===== src/design/gps_consts.svh =====
// constants of the gesture/proximity sensor controller
// included only by the gps_ctrl module
`ifndef GPS_CONSTS_SVH
`define GPS_CONSTS_SVH
`define GPS_SLAVE_ADDR 7'h45
`define GPS_CLK_MHZ 100
`define GPS_PULSE_US 9
`define GPS_PULSE_CYC (`GPS_PULSE_US * `GPS_CLK_MHZ)
`define GPS_INTP_US 1
`define GPS_INTP_CYC (`GPS_INTP_US * `GPS_CLK_MHZ)
`define GPS_CONV14_US 6250
`define GPS_CONV12_US 1560
`define GPS_CONV10_US 390
`define GPS_CONV8_US 100
`define GPS_GAP1_US 1560
`define GPS_GAP2_US 6250
`define GPS_GAP3_US 25000
`define GPS_A_CMD1 8'h00
`define GPS_A_CMD2 8'h01
`define GPS_A_PS1 8'h02
`define GPS_A_PS2 8'h03
`define GPS_A_TL 8'h04
`define GPS_A_TH 8'h06
`define GPS_A_OS 8'h08
`define GPS_A_RES 8'h10
`define GPS_A_LAST 8'h19
`define GPS_B_OPER 7
`define GPS_B_CONT 6
`define GPS_B_PRESENCE_STATUS 3
`define GPS_B_FLAG 2
`define GPS_B_PIN 2
`define GPS_B_ITYPE 1
`define GPS_B_RST 0
`define GPS_RST_REG 8'h00
`define GPS_RST_TH 8'hff
`define GPS_SEL_SUM 3'h4
`endif


===== src/design/gps_pkg.sv =====
// types shared by the sensor controller modules
// no assumptions beyond the constants header
package gps_pkg;
  typedef logic [13:0] gps_samp_t;
  typedef enum logic [2:0] {
    I_IDLE = 3'b000,
    I_RX = 3'b001,
    I_ACK = 3'b010,
    I_TX = 3'b011,
    I_MACK = 3'b100
  } gps_i2c_e;
  typedef enum logic [2:0] {
    M_OFF = 3'b000,
    M_ON = 3'b001,
    M_AMB = 3'b010,
    M_CONV = 3'b011,
    M_GAP = 3'b100
  } gps_meas_e;
endpackage


===== src/design/gps_sync.sv =====
// two-flop synchroniser for pin inputs
// inputs are asynchronous to clk
`timescale 1ns/1ps
module gps_sync #(parameter int W = 2) (
  input wire logic clk,
  input wire logic resetn,
  input wire logic [W-1:0] d,
  output logic [W-1:0] q
);
  logic [W-1:0] meta_r;
  always_ff @(posedge clk or negedge resetn) begin
    if (!resetn) begin
      meta_r <= '1;
      q <= '1;
    end else begin
      meta_r <= d;
      q <= meta_r;
    end
  end
endmodule // gps_sync


===== src/design/gps_persist.sv =====
// persistence filter and hysteresis compare of the event source
// upd is a one-cycle strobe with value stable in that cycle
`timescale 1ns/1ps
module gps_persist (
  input wire logic clk,
  input wire logic resetn,
  input wire logic clr,
  input wire logic upd,
  input wire logic [15:0] value,
  input wire logic [15:0] lower,
  input wire logic [15:0] upper,
  input wire logic [2:0] persist,
  input wire logic presence_status_clr,
  input wire logic flag_clr,
  output logic presence_status,
  output logic flag,
  output logic flag_set
);
  logic [2:0] hi_cnt_r, lo_cnt_r;
  wire hit_hi = value > upper;
  wire hit_lo = value < lower;
  // counts hold earlier consecutive hits, so a setting of 0 fires at once
  wire fire_hi = upd && hit_hi && (hi_cnt_r >= persist);
  wire fire_lo = upd && hit_lo && (lo_cnt_r >= persist);
  wire [2:0] hi_nxt = hit_hi ? ((hi_cnt_r == 3'h7) ? hi_cnt_r : hi_cnt_r + 3'h1) : 3'h0;
  wire [2:0] lo_nxt = hit_lo ? ((lo_cnt_r == 3'h7) ? lo_cnt_r : lo_cnt_r + 3'h1) : 3'h0;
  always_ff @(posedge clk or negedge resetn) begin
    if (!resetn) begin
      hi_cnt_r <= 3'h0;
      lo_cnt_r <= 3'h0;
      presence_status <= 1'b0;
      flag <= 1'b0;
      flag_set <= 1'b0;
    end else if (clr) begin
      hi_cnt_r <= 3'h0;
      lo_cnt_r <= 3'h0;
      presence_status <= 1'b0;
      flag <= 1'b0;
      flag_set <= 1'b0;
    end else begin
      if (upd) begin
        hi_cnt_r <= hi_nxt;
        lo_cnt_r <= lo_nxt;
      end
      flag_set <= fire_hi || fire_lo;
      // set wins over a host clear in the same cycle
      if (fire_hi) presence_status <= 1'b1;
      else if (fire_lo || presence_status_clr) presence_status <= 1'b0;
      if (fire_hi || fire_lo) flag <= 1'b1;
      else if (flag_clr) flag <= 1'b0;
    end
  end

  AST_FLAG_ON_UPD: assert property (@(posedge clk) disable iff (!resetn)
    $rose(flag) |-> $past(upd))
    else $error("event flag rose without a measurement");
  AST_PRESENCE_STATUS_HIGH: assert property (@(posedge clk) disable iff (!resetn)
    $rose(presence_status) |-> $past(upd && (value > upper)))
    else $error("presence rose without upper limit exceeded");
  AST_NO_EARLY: assert property (@(posedge clk) disable iff (!resetn)
    (upd && !clr && (!hit_hi || hi_cnt_r < persist) && (!hit_lo || lo_cnt_r < persist)) |=> !flag_set)
    else $error("event fired before persistence count");
endmodule // gps_persist


===== src/design/gps_ctrl.sv =====
// top of the gesture/proximity sensor control: i2c slave, registers,
// measurement sequencer, offset, event pin
// assumes adc_raw* are stable results from the front end on clk
// Functional notes
// - answer only slave address 1000101, bit0 direction
// - write bytes advance pointer until stop
// - presence and event bits not host-settable
// - result registers 10h-19h are read-only
// - master ack reads next address, nack ends
// - repeated start accepted before read address
// - never stretch scl, ignore general call
// - four 14-bit samples and 16-bit sum readable
// - event when below lower or above upper
// - compare source chosen by select field
// - shutdown stops all but i2c port
// - continuous or single shot then shutdown
// - output changes on n+1 consecutive hits
// - bit depth sets conversion time
// - gain scale field sets measurable range
// - idle gap between measurements when continuous
// - led peak current from drive field
// - pin shows event flag or presence
// - burst of 1 to 128 9us pulses
// - soft init resets registers, self-clears
// - subtract channel offset from raw value
// - led-on minus led-off charge, then convert
// - host clears status bits writing zero
// - select codes 0-3 channels, 4 sum
`timescale 1ns/1ps
`include "gps_consts.svh"
module gps_ctrl #(
  parameter int CONV14_CYC = `GPS_CONV14_US * `GPS_CLK_MHZ,
  parameter int CONV12_CYC = `GPS_CONV12_US * `GPS_CLK_MHZ,
  parameter int CONV10_CYC = `GPS_CONV10_US * `GPS_CLK_MHZ,
  parameter int CONV8_CYC = `GPS_CONV8_US * `GPS_CLK_MHZ,
  parameter int GAP1_CYC = `GPS_GAP1_US * `GPS_CLK_MHZ,
  parameter int GAP2_CYC = `GPS_GAP2_US * `GPS_CLK_MHZ,
  parameter int GAP3_CYC = `GPS_GAP3_US * `GPS_CLK_MHZ
) (
  input wire logic clk,
  input wire logic resetn,
  input wire logic scl_i,
  input wire logic sda_i,
  output logic sda_o,
  output logic sda_oe,
  input wire gps_pkg::gps_samp_t adc_raw0,
  input wire gps_pkg::gps_samp_t adc_raw1,
  input wire gps_pkg::gps_samp_t adc_raw2,
  input wire gps_pkg::gps_samp_t adc_raw3,
  output logic led_on,
  output logic integ_sub,
  output logic conv_active,
  output logic front_end_en,
  output logic [2:0] led_drive_level,
  output logic [2:0] range_sel,
  output logic [1:0] adc_bit_depth,
  output logic event_pin_n
);
  import gps_pkg::*;
  localparam int PULSE_CYC = `GPS_PULSE_CYC;
  localparam int INTP_CYC = `GPS_INTP_CYC;
  localparam logic [6:0] SLV = `GPS_SLAVE_ADDR;

  // ---- pin sampling
  logic [1:0] pin_s;
  logic scl_d_r, sda_d_r;
  gps_sync #(.W(2)) u_sync (
    .clk(clk),
    .resetn(resetn),
    .d({scl_i, sda_i}),
    .q(pin_s)
  );
  wire scl_s = pin_s[1];
  wire sda_s = pin_s[0];
  always_ff @(posedge clk or negedge resetn) begin
    if (!resetn) begin
      scl_d_r <= 1'b1;
      sda_d_r <= 1'b1;
    end else begin
      scl_d_r <= scl_s;
      sda_d_r <= sda_s;
    end
  end
  wire scl_rise = scl_s && !scl_d_r;
  wire scl_fall = !scl_s && scl_d_r;
  wire start_c = scl_s && scl_d_r && !sda_s && sda_d_r;
  wire stop_c = scl_s && scl_d_r && sda_s && !sda_d_r;

  // ---- register storage
  logic [7:0] cfg_r [1:15];
  logic oper_r, cont_r, rst_pend_r;
  gps_samp_t samp_r [0:3];
  logic [15:0] sum_r;
  logic presence_status, flag, flag_set;
  logic [7:0] ptr_r, wa_r, sh_r, tx_r;
  logic wr_stb_r;

  function automatic logic [7:0] init_val(input int idx);
    init_val = (idx == 6 || idx == 7) ? `GPS_RST_TH : `GPS_RST_REG;
  endfunction

  wire [7:0] wd = sh_r;
  wire wr_cmd1 = wr_stb_r && (wa_r == `GPS_A_CMD1);
  wire wr_cfg = wr_stb_r && (wa_r > `GPS_A_CMD1) && (wa_r < `GPS_A_RES);
  wire soft_rst = rst_pend_r;
  wire presence_status_clr = wr_cmd1 && !wd[`GPS_B_PRESENCE_STATUS];
  wire flag_clr = wr_cmd1 && !wd[`GPS_B_FLAG];
  logic auto_off;

  genvar gi;
  generate
    for (gi = 1; gi < 16; gi++) begin : g_cfg
      always_ff @(posedge clk or negedge resetn) begin
        if (!resetn) cfg_r[gi] <= init_val(gi);
        else if (soft_rst) cfg_r[gi] <= init_val(gi);
        else if (wr_cfg && (wa_r[3:0] == 4'(gi))) cfg_r[gi] <= (gi == 1) ? (wd & 8'hfe) : wd;
      end
    end
  endgenerate

  always_ff @(posedge clk or negedge resetn) begin
    if (!resetn) begin
      oper_r <= 1'b0;
      cont_r <= 1'b0;
      rst_pend_r <= 1'b0;
    end else begin
      rst_pend_r <= wr_stb_r && (wa_r == `GPS_A_CMD2) && wd[`GPS_B_RST];
      if (soft_rst) begin
        oper_r <= 1'b0;
        cont_r <= 1'b0;
      end else if (wr_cmd1) begin
        // only the mode bits are stored; status bits are hardware owned
        oper_r <= wd[`GPS_B_OPER];
        cont_r <= wd[`GPS_B_CONT];
      end else if (auto_off) oper_r <= 1'b0;
    end
  end

  wire [2:0] irq_source_select = cfg_r[1][5:3];
  wire [1:0] idle_gap_select = cfg_r[1][7:6];
  wire pin_sel = cfg_r[1][`GPS_B_PIN];
  wire irq_pulse_mode = cfg_r[1][`GPS_B_ITYPE];
  wire [2:0] persistence_count = cfg_r[2][7:5];
  wire [1:0] depth_sel = cfg_r[2][4:3];
  wire [2:0] led_burst_count = cfg_r[3][4:2];
  wire [15:0] lower_limit = {cfg_r[5], cfg_r[4]};
  wire [15:0] upper_limit = {cfg_r[7], cfg_r[6]};

  // ---- read decode
  wire [1:0] rch = ptr_r[2:1];
  wire [7:0] rd_res = ptr_r[0] ? {2'b00, samp_r[rch][13:8]} : samp_r[rch][7:0];
  wire [7:0] rd_sum = ptr_r[0] ? sum_r[15:8] : sum_r[7:0];
  wire [7:0] rd_st = {oper_r, cont_r, 2'b00, presence_status, flag, 2'b00};
  wire [7:0] rd_data = (ptr_r == `GPS_A_CMD1) ? rd_st :
                       (ptr_r < `GPS_A_RES) ? cfg_r[ptr_r[3:0]] :
                       (ptr_r < 8'h18) ? rd_res :
                       (ptr_r <= `GPS_A_LAST) ? rd_sum : 8'h00;

  // ---- i2c slave; sda only ever pulled low, scl never driven
  gps_i2c_e ist_r;
  logic first_r, word_r, rw_r, got_r, oe_r;
  logic [2:0] bit_r;
  always_ff @(posedge clk or negedge resetn) begin
    if (!resetn) begin
      ist_r <= I_IDLE;
      first_r <= 1'b0;
      word_r <= 1'b0;
      rw_r <= 1'b0;
      got_r <= 1'b0;
      oe_r <= 1'b0;
      bit_r <= 3'h0;
      ptr_r <= 8'h00;
      wa_r <= 8'h00;
      sh_r <= 8'h00;
      tx_r <= 8'h00;
      wr_stb_r <= 1'b0;
    end else begin
      wr_stb_r <= 1'b0;
      if (start_c) begin
        ist_r <= I_RX;
        first_r <= 1'b1;
        bit_r <= 3'h0;
        got_r <= 1'b0;
        oe_r <= 1'b0;
      end else if (stop_c) begin
        ist_r <= I_IDLE;
        oe_r <= 1'b0;
      end else begin
        unique case (ist_r)
          I_IDLE: ;
          I_RX: begin
            if (scl_rise) begin
              sh_r <= {sh_r[6:0], sda_s};
              bit_r <= bit_r + 3'h1;
              got_r <= (bit_r == 3'h7);
            end else if (scl_fall && got_r) begin
              got_r <= 1'b0;
              ist_r <= I_ACK;
              oe_r <= 1'b1;
              if (first_r) begin
                first_r <= 1'b0;
                rw_r <= sh_r[0];
                word_r <= !sh_r[0];
                if (sh_r[7:1] != SLV) begin
                  ist_r <= I_IDLE;
                  oe_r <= 1'b0;
                end
              end else if (word_r) begin
                word_r <= 1'b0;
                ptr_r <= sh_r;
              end else begin
                // acked even when the target ignores the data
                wr_stb_r <= 1'b1;
                wa_r <= ptr_r;
                ptr_r <= ptr_r + 8'h01;
              end
            end
          end
          I_ACK: begin
            if (scl_fall) begin
              bit_r <= 3'h0;
              if (rw_r) begin
                ist_r <= I_TX;
                tx_r <= rd_data;
                oe_r <= !rd_data[7];
              end else begin
                ist_r <= I_RX;
                oe_r <= 1'b0;
              end
            end
          end
          I_TX: begin
            if (scl_fall) begin
              bit_r <= bit_r + 3'h1;
              if (bit_r == 3'h7) begin
                ist_r <= I_MACK;
                oe_r <= 1'b0;
              end else begin
                tx_r <= {tx_r[6:0], 1'b0};
                oe_r <= !tx_r[6];
              end
            end
          end
          I_MACK: begin
            if (scl_rise) begin
              if (sda_s) ist_r <= I_IDLE;
              else ptr_r <= ptr_r + 8'h01;
            end else if (scl_fall) begin
              ist_r <= I_TX;
              tx_r <= rd_data;
              oe_r <= !rd_data[7];
              bit_r <= 3'h0;
            end
          end
          default: ist_r <= I_IDLE;
        endcase
      end
    end
  end

  // ---- measurement sequencer
  gps_meas_e mst_r;
  logic [21:0] cnt_r;
  logic [7:0] pulses_r;
  logic done_r;
  wire [7:0] burst = 8'h01 << led_burst_count;
  wire [21:0] conv_len = (depth_sel == 2'b00) ? 22'(CONV14_CYC) :
                         (depth_sel == 2'b01) ? 22'(CONV12_CYC) :
                         (depth_sel == 2'b10) ? 22'(CONV10_CYC) : 22'(CONV8_CYC);
  wire [21:0] gap_len = (idle_gap_select == 2'b01) ? 22'(GAP1_CYC) :
                        (idle_gap_select == 2'b10) ? 22'(GAP2_CYC) : 22'(GAP3_CYC);
  wire [21:0] cur_len = (mst_r == M_CONV) ? conv_len : (mst_r == M_GAP) ? gap_len : 22'(PULSE_CYC);
  wire cnt_end = (cnt_r == cur_len - 22'h1);
  wire conv_end = (mst_r == M_CONV) && cnt_end;
  assign auto_off = conv_end && !cont_r;

  always_ff @(posedge clk or negedge resetn) begin
    if (!resetn) begin
      mst_r <= M_OFF;
      cnt_r <= 22'h0;
      pulses_r <= 8'h00;
    end else if (soft_rst || !oper_r) begin
      mst_r <= M_OFF;
      cnt_r <= 22'h0;
      pulses_r <= 8'h00;
    end else begin
      cnt_r <= (cnt_end || mst_r == M_OFF) ? 22'h0 : cnt_r + 22'h1;
      unique case (mst_r)
        M_OFF: mst_r <= M_ON;
        M_ON: if (cnt_end) mst_r <= M_AMB;
        M_AMB: begin
          if (cnt_end) begin
            pulses_r <= pulses_r + 8'h01;
            mst_r <= (pulses_r + 8'h01 == burst) ? M_CONV : M_ON;
          end
        end
        M_CONV: begin
          if (cnt_end) begin
            pulses_r <= 8'h00;
            mst_r <= !cont_r ? M_OFF : (idle_gap_select == 2'b00) ? M_ON : M_GAP;
          end
        end
        M_GAP: if (cnt_end) mst_r <= M_ON;
        default: mst_r <= M_OFF;
      endcase
    end
  end

  // ---- results: depth scaling then offset with floor at zero
  gps_samp_t raw [0:3];
  gps_samp_t net [0:3];
  assign raw[0] = adc_raw0;
  assign raw[1] = adc_raw1;
  assign raw[2] = adc_raw2;
  assign raw[3] = adc_raw3;
  generate
    for (gi = 0; gi < 4; gi++) begin : g_ch
      wire [13:0] scaled = raw[gi] >> {depth_sel, 1'b0};
      wire [13:0] ofs = {cfg_r[9 + 2 * gi][5:0], cfg_r[8 + 2 * gi]};
      assign net[gi] = (scaled > ofs) ? scaled - ofs : 14'h0;
      always_ff @(posedge clk or negedge resetn) begin
        if (!resetn) samp_r[gi] <= 14'h0;
        else if (soft_rst) samp_r[gi] <= 14'h0;
        else if (conv_end) samp_r[gi] <= net[gi];
      end
    end
  endgenerate
  wire [15:0] sum_nxt = 16'(net[0]) + 16'(net[1]) + 16'(net[2]) + 16'(net[3]);
  always_ff @(posedge clk or negedge resetn) begin
    if (!resetn) begin
      sum_r <= 16'h0;
      done_r <= 1'b0;
    end else begin
      done_r <= conv_end && !soft_rst;
      if (soft_rst) sum_r <= 16'h0;
      else if (conv_end) sum_r <= sum_nxt;
    end
  end

  // ---- event compare; illegal select codes never update
  wire sel_ok = irq_source_select <= `GPS_SEL_SUM;
  wire [15:0] src_val = (irq_source_select == `GPS_SEL_SUM) ? sum_r :
                        16'(samp_r[irq_source_select[1:0]]);
  gps_persist u_persist (
    .clk(clk),
    .resetn(resetn),
    .clr(soft_rst),
    .upd(done_r && sel_ok),
    .value(src_val),
    .lower(lower_limit),
    .upper(upper_limit),
    .persist(persistence_count),
    .presence_status_clr(presence_status_clr),
    .flag_clr(flag_clr),
    .presence_status(presence_status),
    .flag(flag),
    .flag_set(flag_set)
  );

  // ---- registered outputs
  logic [6:0] ipc_r;
  wire irq_act = pin_sel ? presence_status : (irq_pulse_mode ? (ipc_r != 7'h0) : flag);
  always_ff @(posedge clk or negedge resetn) begin
    if (!resetn) begin
      ipc_r <= 7'h0;
      event_pin_n <= 1'b1;
      sda_o <= 1'b0;
      sda_oe <= 1'b0;
      led_on <= 1'b0;
      integ_sub <= 1'b0;
      conv_active <= 1'b0;
      front_end_en <= 1'b0;
      led_drive_level <= 3'h0;
      range_sel <= 3'h0;
      adc_bit_depth <= 2'h0;
    end else begin
      ipc_r <= flag_set ? 7'(INTP_CYC) : (ipc_r != 7'h0) ? ipc_r - 7'h1 : 7'h0;
      event_pin_n <= !irq_act;
      sda_o <= 1'b0;
      sda_oe <= oe_r;
      led_on <= (mst_r == M_ON);
      integ_sub <= (mst_r == M_AMB);
      conv_active <= (mst_r == M_CONV);
      front_end_en <= (mst_r != M_OFF);
      led_drive_level <= cfg_r[3][7:5];
      range_sel <= cfg_r[2][2:0];
      adc_bit_depth <= depth_sel;
    end
  end

  AST_FOREIGN_ADDR: assert property (@(posedge clk) disable iff (!resetn)
    (ist_r == I_RX && first_r && got_r && scl_fall && !start_c && !stop_c && sh_r[7:1] != SLV)
    |=> (ist_r == I_IDLE) ##1 !sda_oe)
    else $error("foreign address was acknowledged");
  AST_GENCALL: assert property (@(posedge clk) disable iff (!resetn)
    (ist_r == I_RX && first_r && got_r && scl_fall && !start_c && sh_r[7:1] == 7'h00) |=> ##1 !sda_oe)
    else $error("general call was acknowledged");
  AST_PTR_STEP: assert property (@(posedge clk) disable iff (!resetn)
    wr_stb_r |-> (ptr_r == wa_r + 8'h01))
    else $error("pointer did not advance after a write byte");
  AST_RO_RES: assert property (@(posedge clk) disable iff (!resetn)
    (wr_stb_r && wa_r >= `GPS_A_RES && !conv_end && !soft_rst) |=> $stable(sum_r))
    else $error("host write changed a result register");
  AST_SOFT_INIT: assert property (@(posedge clk) disable iff (!resetn)
    rst_pend_r |=> (cfg_r[6] == 8'hff && cfg_r[1] == 8'h00 && !oper_r && !rst_pend_r))
    else $error("soft init did not restore initial values");
  AST_SHUTDOWN: assert property (@(posedge clk) disable iff (!resetn)
    !oper_r |=> (mst_r == M_OFF) ##1 !front_end_en)
    else $error("sequencer ran in shutdown");
  AST_ONESHOT: assert property (@(posedge clk) disable iff (!resetn)
    (conv_end && !cont_r && !wr_cmd1 && !soft_rst) |=> (!oper_r && mst_r == M_OFF))
    else $error("single shot did not shut down");
  AST_PULSE_LEN: assert property (@(posedge clk) disable iff (!resetn)
    (mst_r == M_ON && $past(mst_r) != M_ON && oper_r) |-> (mst_r == M_ON || !oper_r || soft_rst)[*8])
    else $error("led pulse ended early");
endmodule // gps_ctrl


===== config.mk =====
export PLATFORM = sky130hd
export DESIGN_NAME = gps_ctrl
export DESIGN_NICKNAME = d
export VERILOG_FILES = /design/src/design/gps_pkg.sv /design/src/design/gps_sync.sv /design/src/design/gps_persist.sv /design/src/design/gps_ctrl.sv
export VERILOG_INCLUDE_DIRS = /design/src /design/src/design
export SDC_FILE = /design/constraint.sdc
export NUM_CORES = 1
export LEC_CHECK = 0
export BUFFER_PORTS_ARGS = -buffer_cell sky130_fd_sc_hd__buf_2
export CAP_MARGIN = 20
export CORE_MARGIN = 2
export CORE_UTILIZATION = 58
export CTS_CLUSTER_SIZE = 10
export DETAILED_ROUTE_END_ITERATION = 10
export GPL_TIMING_DRIVEN = 0
export PLACE_DENSITY = 0.83
export SYNTH_ARGS = -nofsm -noshare
export SYNTH_HDL_FRONTEND = slang
export SYNTH_SLANG_ARGS = --single-unit

===== constraint.sdc =====
create_clock -name clk -period 6.85 [get_ports clk]
set_input_delay 0 -clock clk [delete_from_list [all_inputs] [get_ports clk]]
set_output_delay 0 -clock clk [all_outputs]
set_load 0.01 [all_outputs]

==> flow_summary.html <==
<table>
<tr><th>Metric</th><th>Value</th></tr>
<tr><th colspan="2">Die</th></tr>
<tr><td>Die boundary width</td><td>about 200 um</td></tr>
<tr><td>Number of primary I/O pins</td><td>75</td></tr>
<tr><td>Initial standard-cell utilization of the core</td><td>59.1%</td></tr>
<tr><td>Die extent in y</td><td>approximately 200 um</td></tr>
<tr><td>Placement Rows</td><td>71</td></tr>
<tr><td>Placeable Area</td><td>about 38,000 um^2</td></tr>
<tr><td>Die Footprint</td><td>between 40,000 and 50,000 um^2</td></tr>
<tr><th colspan="2">Power and ir drop</th></tr>
<tr><td>Power density over cell area</td><td>~190 nW/um^2</td></tr>
<tr><td>Switching part of the total power</td><td>between 20% and 30%</td></tr>
<tr><td>Total chip power</td><td>~4600 uW</td></tr>
<tr><td>Worst-case vdd ir drop</td><td>0.000167 V</td></tr>
<tr><td>Internal</td><td>approximately 3300 uW</td></tr>
<tr><td>Switching power summed over all nets</td><td>roughly 1400 uW</td></tr>
<tr><td>Part of the power in registers</td><td>about two fifths</td></tr>
<tr><td>Leakage power figure</td><td>roughly 0.011 uW</td></tr>
<tr><td>Clk network pwr share</td><td>40.1%</td></tr>
<tr><td>Power share of the combinational group</td><td>around a fifth</td></tr>
<tr><th colspan="2">Final layout</th></tr>
<tr><td>Multi-input gate area in the final layout</td><td>approximately 13,000 um^2</td></tr>
<tr><td>Reg area</td><td>7710 um^2</td></tr>
<tr><td>Area added between synthesis and finish</td><td>10.9%</td></tr>
<tr><td>Net count reported at finish</td><td>2,815</td></tr>
<tr><td>Layout cell share with drive strength beyond 1</td><td>approximately an eighth</td></tr>
<tr><td>Fill cell instance count of the final layout</td><td>3,149</td></tr>
<tr><th colspan="2">Route</th></tr>
<tr><td>Per-cell routed wire length</td><td>around 24 um</td></tr>
<tr><td>Number of detailed-route iterations in the first pass</td><td>6</td></tr>
<tr><td>DRC violations left</td><td>0</td></tr>
<tr><td>Post-route antenna net violation count</td><td>0</td></tr>
<tr><td>Via count</td><td>19,900</td></tr>
<tr><td>First DRT Iteration DRCs</td><td>roughly 2,100</td></tr>
<tr><td>Via density per instance</td><td>6.36</td></tr>
<tr><td>Wire length after detailed routing</td><td>74,900 um</td></tr>
<tr><th colspan="2">Synth</th></tr>
<tr><td>Share of the yosys chip area belonging to registers</td><td>~35%</td></tr>
<tr><td>Cells after Synth</td><td>between 2,000 and 2,500</td></tr>
<tr><td>Count of different cell masters after synthesis</td><td>a little under 80</td></tr>
<tr><td>Cell area after synthesis</td><td>22,300 um^2</td></tr>
<tr><td>Proportion of register bits with asynchronous set or reset after synthesis</td><td>100%</td></tr>
<tr><td>Syn_area_per_cell</td><td>about 9 um^2</td></tr>
<tr><td>Synth area leader</td><td>dfrtp_1</td></tr>
<tr><td>Most numerous cell in the Yosys netlist</td><td>dfrtp_1</td></tr>
<tr><td>Synth top area share</td><td>31.9%</td></tr>
<tr><td>Synth cell count leaders</td><td>dfrtp_1 (284), nor2_1 (261), nand2_1 (252)</td></tr>
<tr><td>Post-Synthesis Net Count</td><td>between 2,000 and 3,000</td></tr>
<tr><td>Total of flip-flops plus latches after synthesis</td><td>just over 300</td></tr>
<tr><td>Top area cells in the synthesized netlist</td><td>dfrtp_1 (32%), ha_1 (7.5%), mux2i_1 (7.4%)</td></tr>
<tr><td>Number of enable-type register cells in the synthesized netlist</td><td>0</td></tr>
<tr><td>Syn. warnings</td><td>0</td></tr>
<tr><td>Prevailing post-synth register cell</td><td>dfrtp_1</td></tr>
<tr><th colspan="2">Timing</th></tr>
<tr><td>Count of pins over their slew limit</td><td>0</td></tr>
<tr><td>Final Hold Vio Count</td><td>0</td></tr>
<tr><td>Post-Route Skew</td><td>around 0.028 ns</td></tr>
<tr><td>Worst hold-check slack</td><td>~0.094 ns</td></tr>
<tr><td>Worst slew slack as a fraction of its limit</td><td>between 20% and 30%</td></tr>
<tr><td>Final cycle utilization of the critical path</td><td>between 90% and 100%</td></tr>
<tr><td>Final critical delay including setup and external delays</td><td>roughly 6.6 ns</td></tr>
<tr><td>Slew at the pin closest to its max-slew limit</td><td>roughly 1.1 ns</td></tr>
<tr><td>Peak clock frequency supported by timing</td><td>152 MHz</td></tr>
<tr><td>Number of setup violations in the final report</td><td>0</td></tr>
<tr><td>Summed negative setup slack over all endpoints</td><td>0 ns</td></tr>
<tr><th colspan="2">Clocking</th></tr>
<tr><td>Root buffer cell</td><td>clkbuf_16</td></tr>
<tr><td>Number of H-tree branching levels</td><td>2</td></tr>
<tr><td>CTS tree</td><td>done</td></tr>
<tr><td>Worst-case clock buffer depth</td><td>3</td></tr>
<tr><td>CTS buffer count</td><td>37</td></tr>
<tr><td>Clock tree sinks</td><td>around 300</td></tr>
<tr><td>Worst skew pair latency</td><td>roughly 0.56 ns</td></tr>
<tr><td>Reg clk slew, reported paths</td><td>approximately 0.060 ns</td></tr>
<tr><th colspan="2">Global routing</th></tr>
<tr><td>Antenna violations before repair</td><td>1</td></tr>
<tr><td>Maximum number of pins on one net before global-route repair</td><td>about 120</td></tr>
<tr><td>Combined global-route utilization of all metal layers</td><td>between 30 and 40%</td></tr>
<tr><td>Via count of the first global-routing pass</td><td>slightly below 20,000</td></tr>
<tr><td>Grt total ovfl</td><td>0</td></tr>
<tr><td>First-pass GRT wire length</td><td>roughly 110,000 um</td></tr>
<tr><th colspan="2">Min path</th></tr>
<tr><td>Classification of the worst-slack hold path</td><td>input pin to flip-flop</td></tr>
<tr><th colspan="2">Flow run</th></tr>
<tr><td>Max cap viols</td><td>0</td></tr>
<tr><th colspan="2">Worst setup path</th></tr>
<tr><td>Endpoint type of the worst setup path</td><td>flip-flop</td></tr>
<tr><td>Kind of critical path</td><td>flip-flop to flip-flop</td></tr>
<tr><td>Highest fanout seen on the critical path</td><td>10</td></tr>
<tr><td>Critical Path Slowest Stage Cell</td><td>fa_1</td></tr>
<tr><td>Required time reported for the critical path endpoint</td><td>between 7 and 8 ns</td></tr>
<tr><td>CP Buf/Inv Count</td><td>6</td></tr>
<tr><td>Data arrival time of the critical path</td><td>roughly 7.0 ns</td></tr>
<tr><td>Cell family contributing the most delay on the critical path</td><td>compound AO/OA/AOI/OAI gates</td></tr>
<tr><td>Delay of the slowest cell on the worst path</td><td>around 0.53 ns</td></tr>
<tr><td>Setup crit start kind</td><td>flip-flop</td></tr>
<tr><th colspan="2">Placement</th></tr>
<tr><td>DP Wirelength</td><td>roughly 58,000 um</td></tr>
<tr><td>Total of buffers placed on input and output ports</td><td>between 70 and 80</td></tr>
<tr><td>RD Place Congestion</td><td>1.01</td></tr>
<tr><th colspan="2">Status</th></tr>
<tr><td>Status</td><td>completed</td></tr>
</table>
-- path summary, 6_finish.rpt --
kind                            cells past startpoint              from  slack, ns          endpoint
min in group asynchronous                           2            resetn       0.10          ipc_r[0]
max in group asynchronous                           3            resetn       5.67        samp_r[30]
worst min-delay path                                2             scl_i       0.09  u_sync.meta_r[1]
worst min register to register                      0  u_sync.meta_r[0]       0.35       u_sync.q[0]
worst max-delay path                               29        cfg_r[107]       0.25         sum_r[15]
worst max register to register                     29        cfg_r[107]       0.25         sum_r[15]
-- cell families after synthesis --
kind of cell | share of synthesized area [%]
adders and majority gates | 10.3
buffers and inverters | 5.46
DFF | 34.6
other | 0.0168
AOI/OAI and AO/OA | 14.9
xor gates and xnor gates | 3.42
and+or+nand+nor | 17.4
muxes | 13.9
-- registers in the layout, summed over array words and instances (netlist names), 2 cells and up --
register and cells:
u_persist.lo_cnt_r 3, adc_bit_depth 2, bit_r 3, tx_r 7
pulses_r 8, sh_r 8, u_sync.meta_r 2, ist_r 3
sum_r 16, ipc_r 7, wa_r 8, range_sel 3
ptr_r 8, samp_r 56, led_drive_level 3, u_sync.q 2
cfg_r 119, u_persist.hi_cnt_r 3, mst_r 3, cnt_r 22
-- metrics by stage --
stage | area [um^2] | utilization [%] | cells | worst slack [ns]
finish | 24700 | 65.5 | 3127 | 0.253
global route | 24700 | 65.5 | 3126 | -0.0563
CTS | 24600 | 65.3 | 3120 | 0.00894
detailed placement | 23400 | 61.9 | 3049 | -1.60
global placement | 23300 | 61.7 | 3046 | -1.57
floorplan | 22300 | - | 2462 | 0.0396
-- placed cells by master (no fill, tap or decap), types with 9 or more instances in the layout --
master     instances
a211oi_1          20
a21o_1            21
a21oi_1          177
a31oi_1           12
and2_1            14
and3_1            20
buf_1              9
buf_2             94
buf_4             16
clkbuf_1         114
clkbuf_16         38
dfrtp_1          282
dfstp_2           23
fa_1              31
ha_1             133
inv_1            171
mux2_2            25
mux2i_1          166
mux4_2            51
nand2_1          250
nand2b_1          46
nand3_1           63
nand4_1           22
nor2_1           261
nor2b_1           28
nor3_1            34
nor4_1             9
o211ai_1          14
o21a_1            22
o21ai_0           97
o21bai_1          13
o22a_1            39
o22ai_1           20
o31ai_1            9
or3_1             18
or4_1              9
xnor2_1           59
xor2_1            28
-- layout make-up --
type                       instances  share of cell area (%)
clock inverter                     2                   0.157
buffer                           141                    2.54
clock buffer                      62                    4.33
timing repair buffer              89                    2.23
tap                              511                    2.59
antenna                            1                  0.0101
inverter                         173                    2.63
multi-input combinational       1841                    54.3
sequential                       307                    31.2
-- per-layer routing --
| layer | GRT usage, % | wire [um] |
|---|---|---|
| met1 | 50.0 | 30000 |
| met2 | 58.0 | 33300 |
| met3 | 7.03 | 7160 |
| met4 | 18.6 | 4370 |
| met5 | 0 | 0 |
-- what timing repair did --
item	4_1_cts	5_1_grt
pin swaps	3	5
setup endpoints to repair	13	7
resized for setup	32	21
hold endpoints to repair	115	0
hold buffers	3	0
buffers inserted	4	5
-- power groups by stage --
stage / Clock [uW] / Sequential (uW) / Combinational, uW
2_1_floorplan: 0 / 1860 / 618
3_3_place_gp: 0 / 1860 / 845
3_5_place_dp: 0 / 1860 / 876
4_1_cts: 1850 / 1830 / 903
5_1_grt: 1930 / 1830 / 1040
6_report: 1850 / 1830 / 941
-- worst register-to-register path, delay by kind of cell, from the launching register on --
kind                     cells  cell delay (ns)
AO/OA/AOI/OAI               12             2.25
adder cells (fa/ha/maj)      5             2.13
buffers and inverters        6             1.05
AND/OR/NAND/NOR              5             0.50
flip-flops                   1             0.42
multiplexers                 1             0.13
Power figures use the tool's default switching activity.
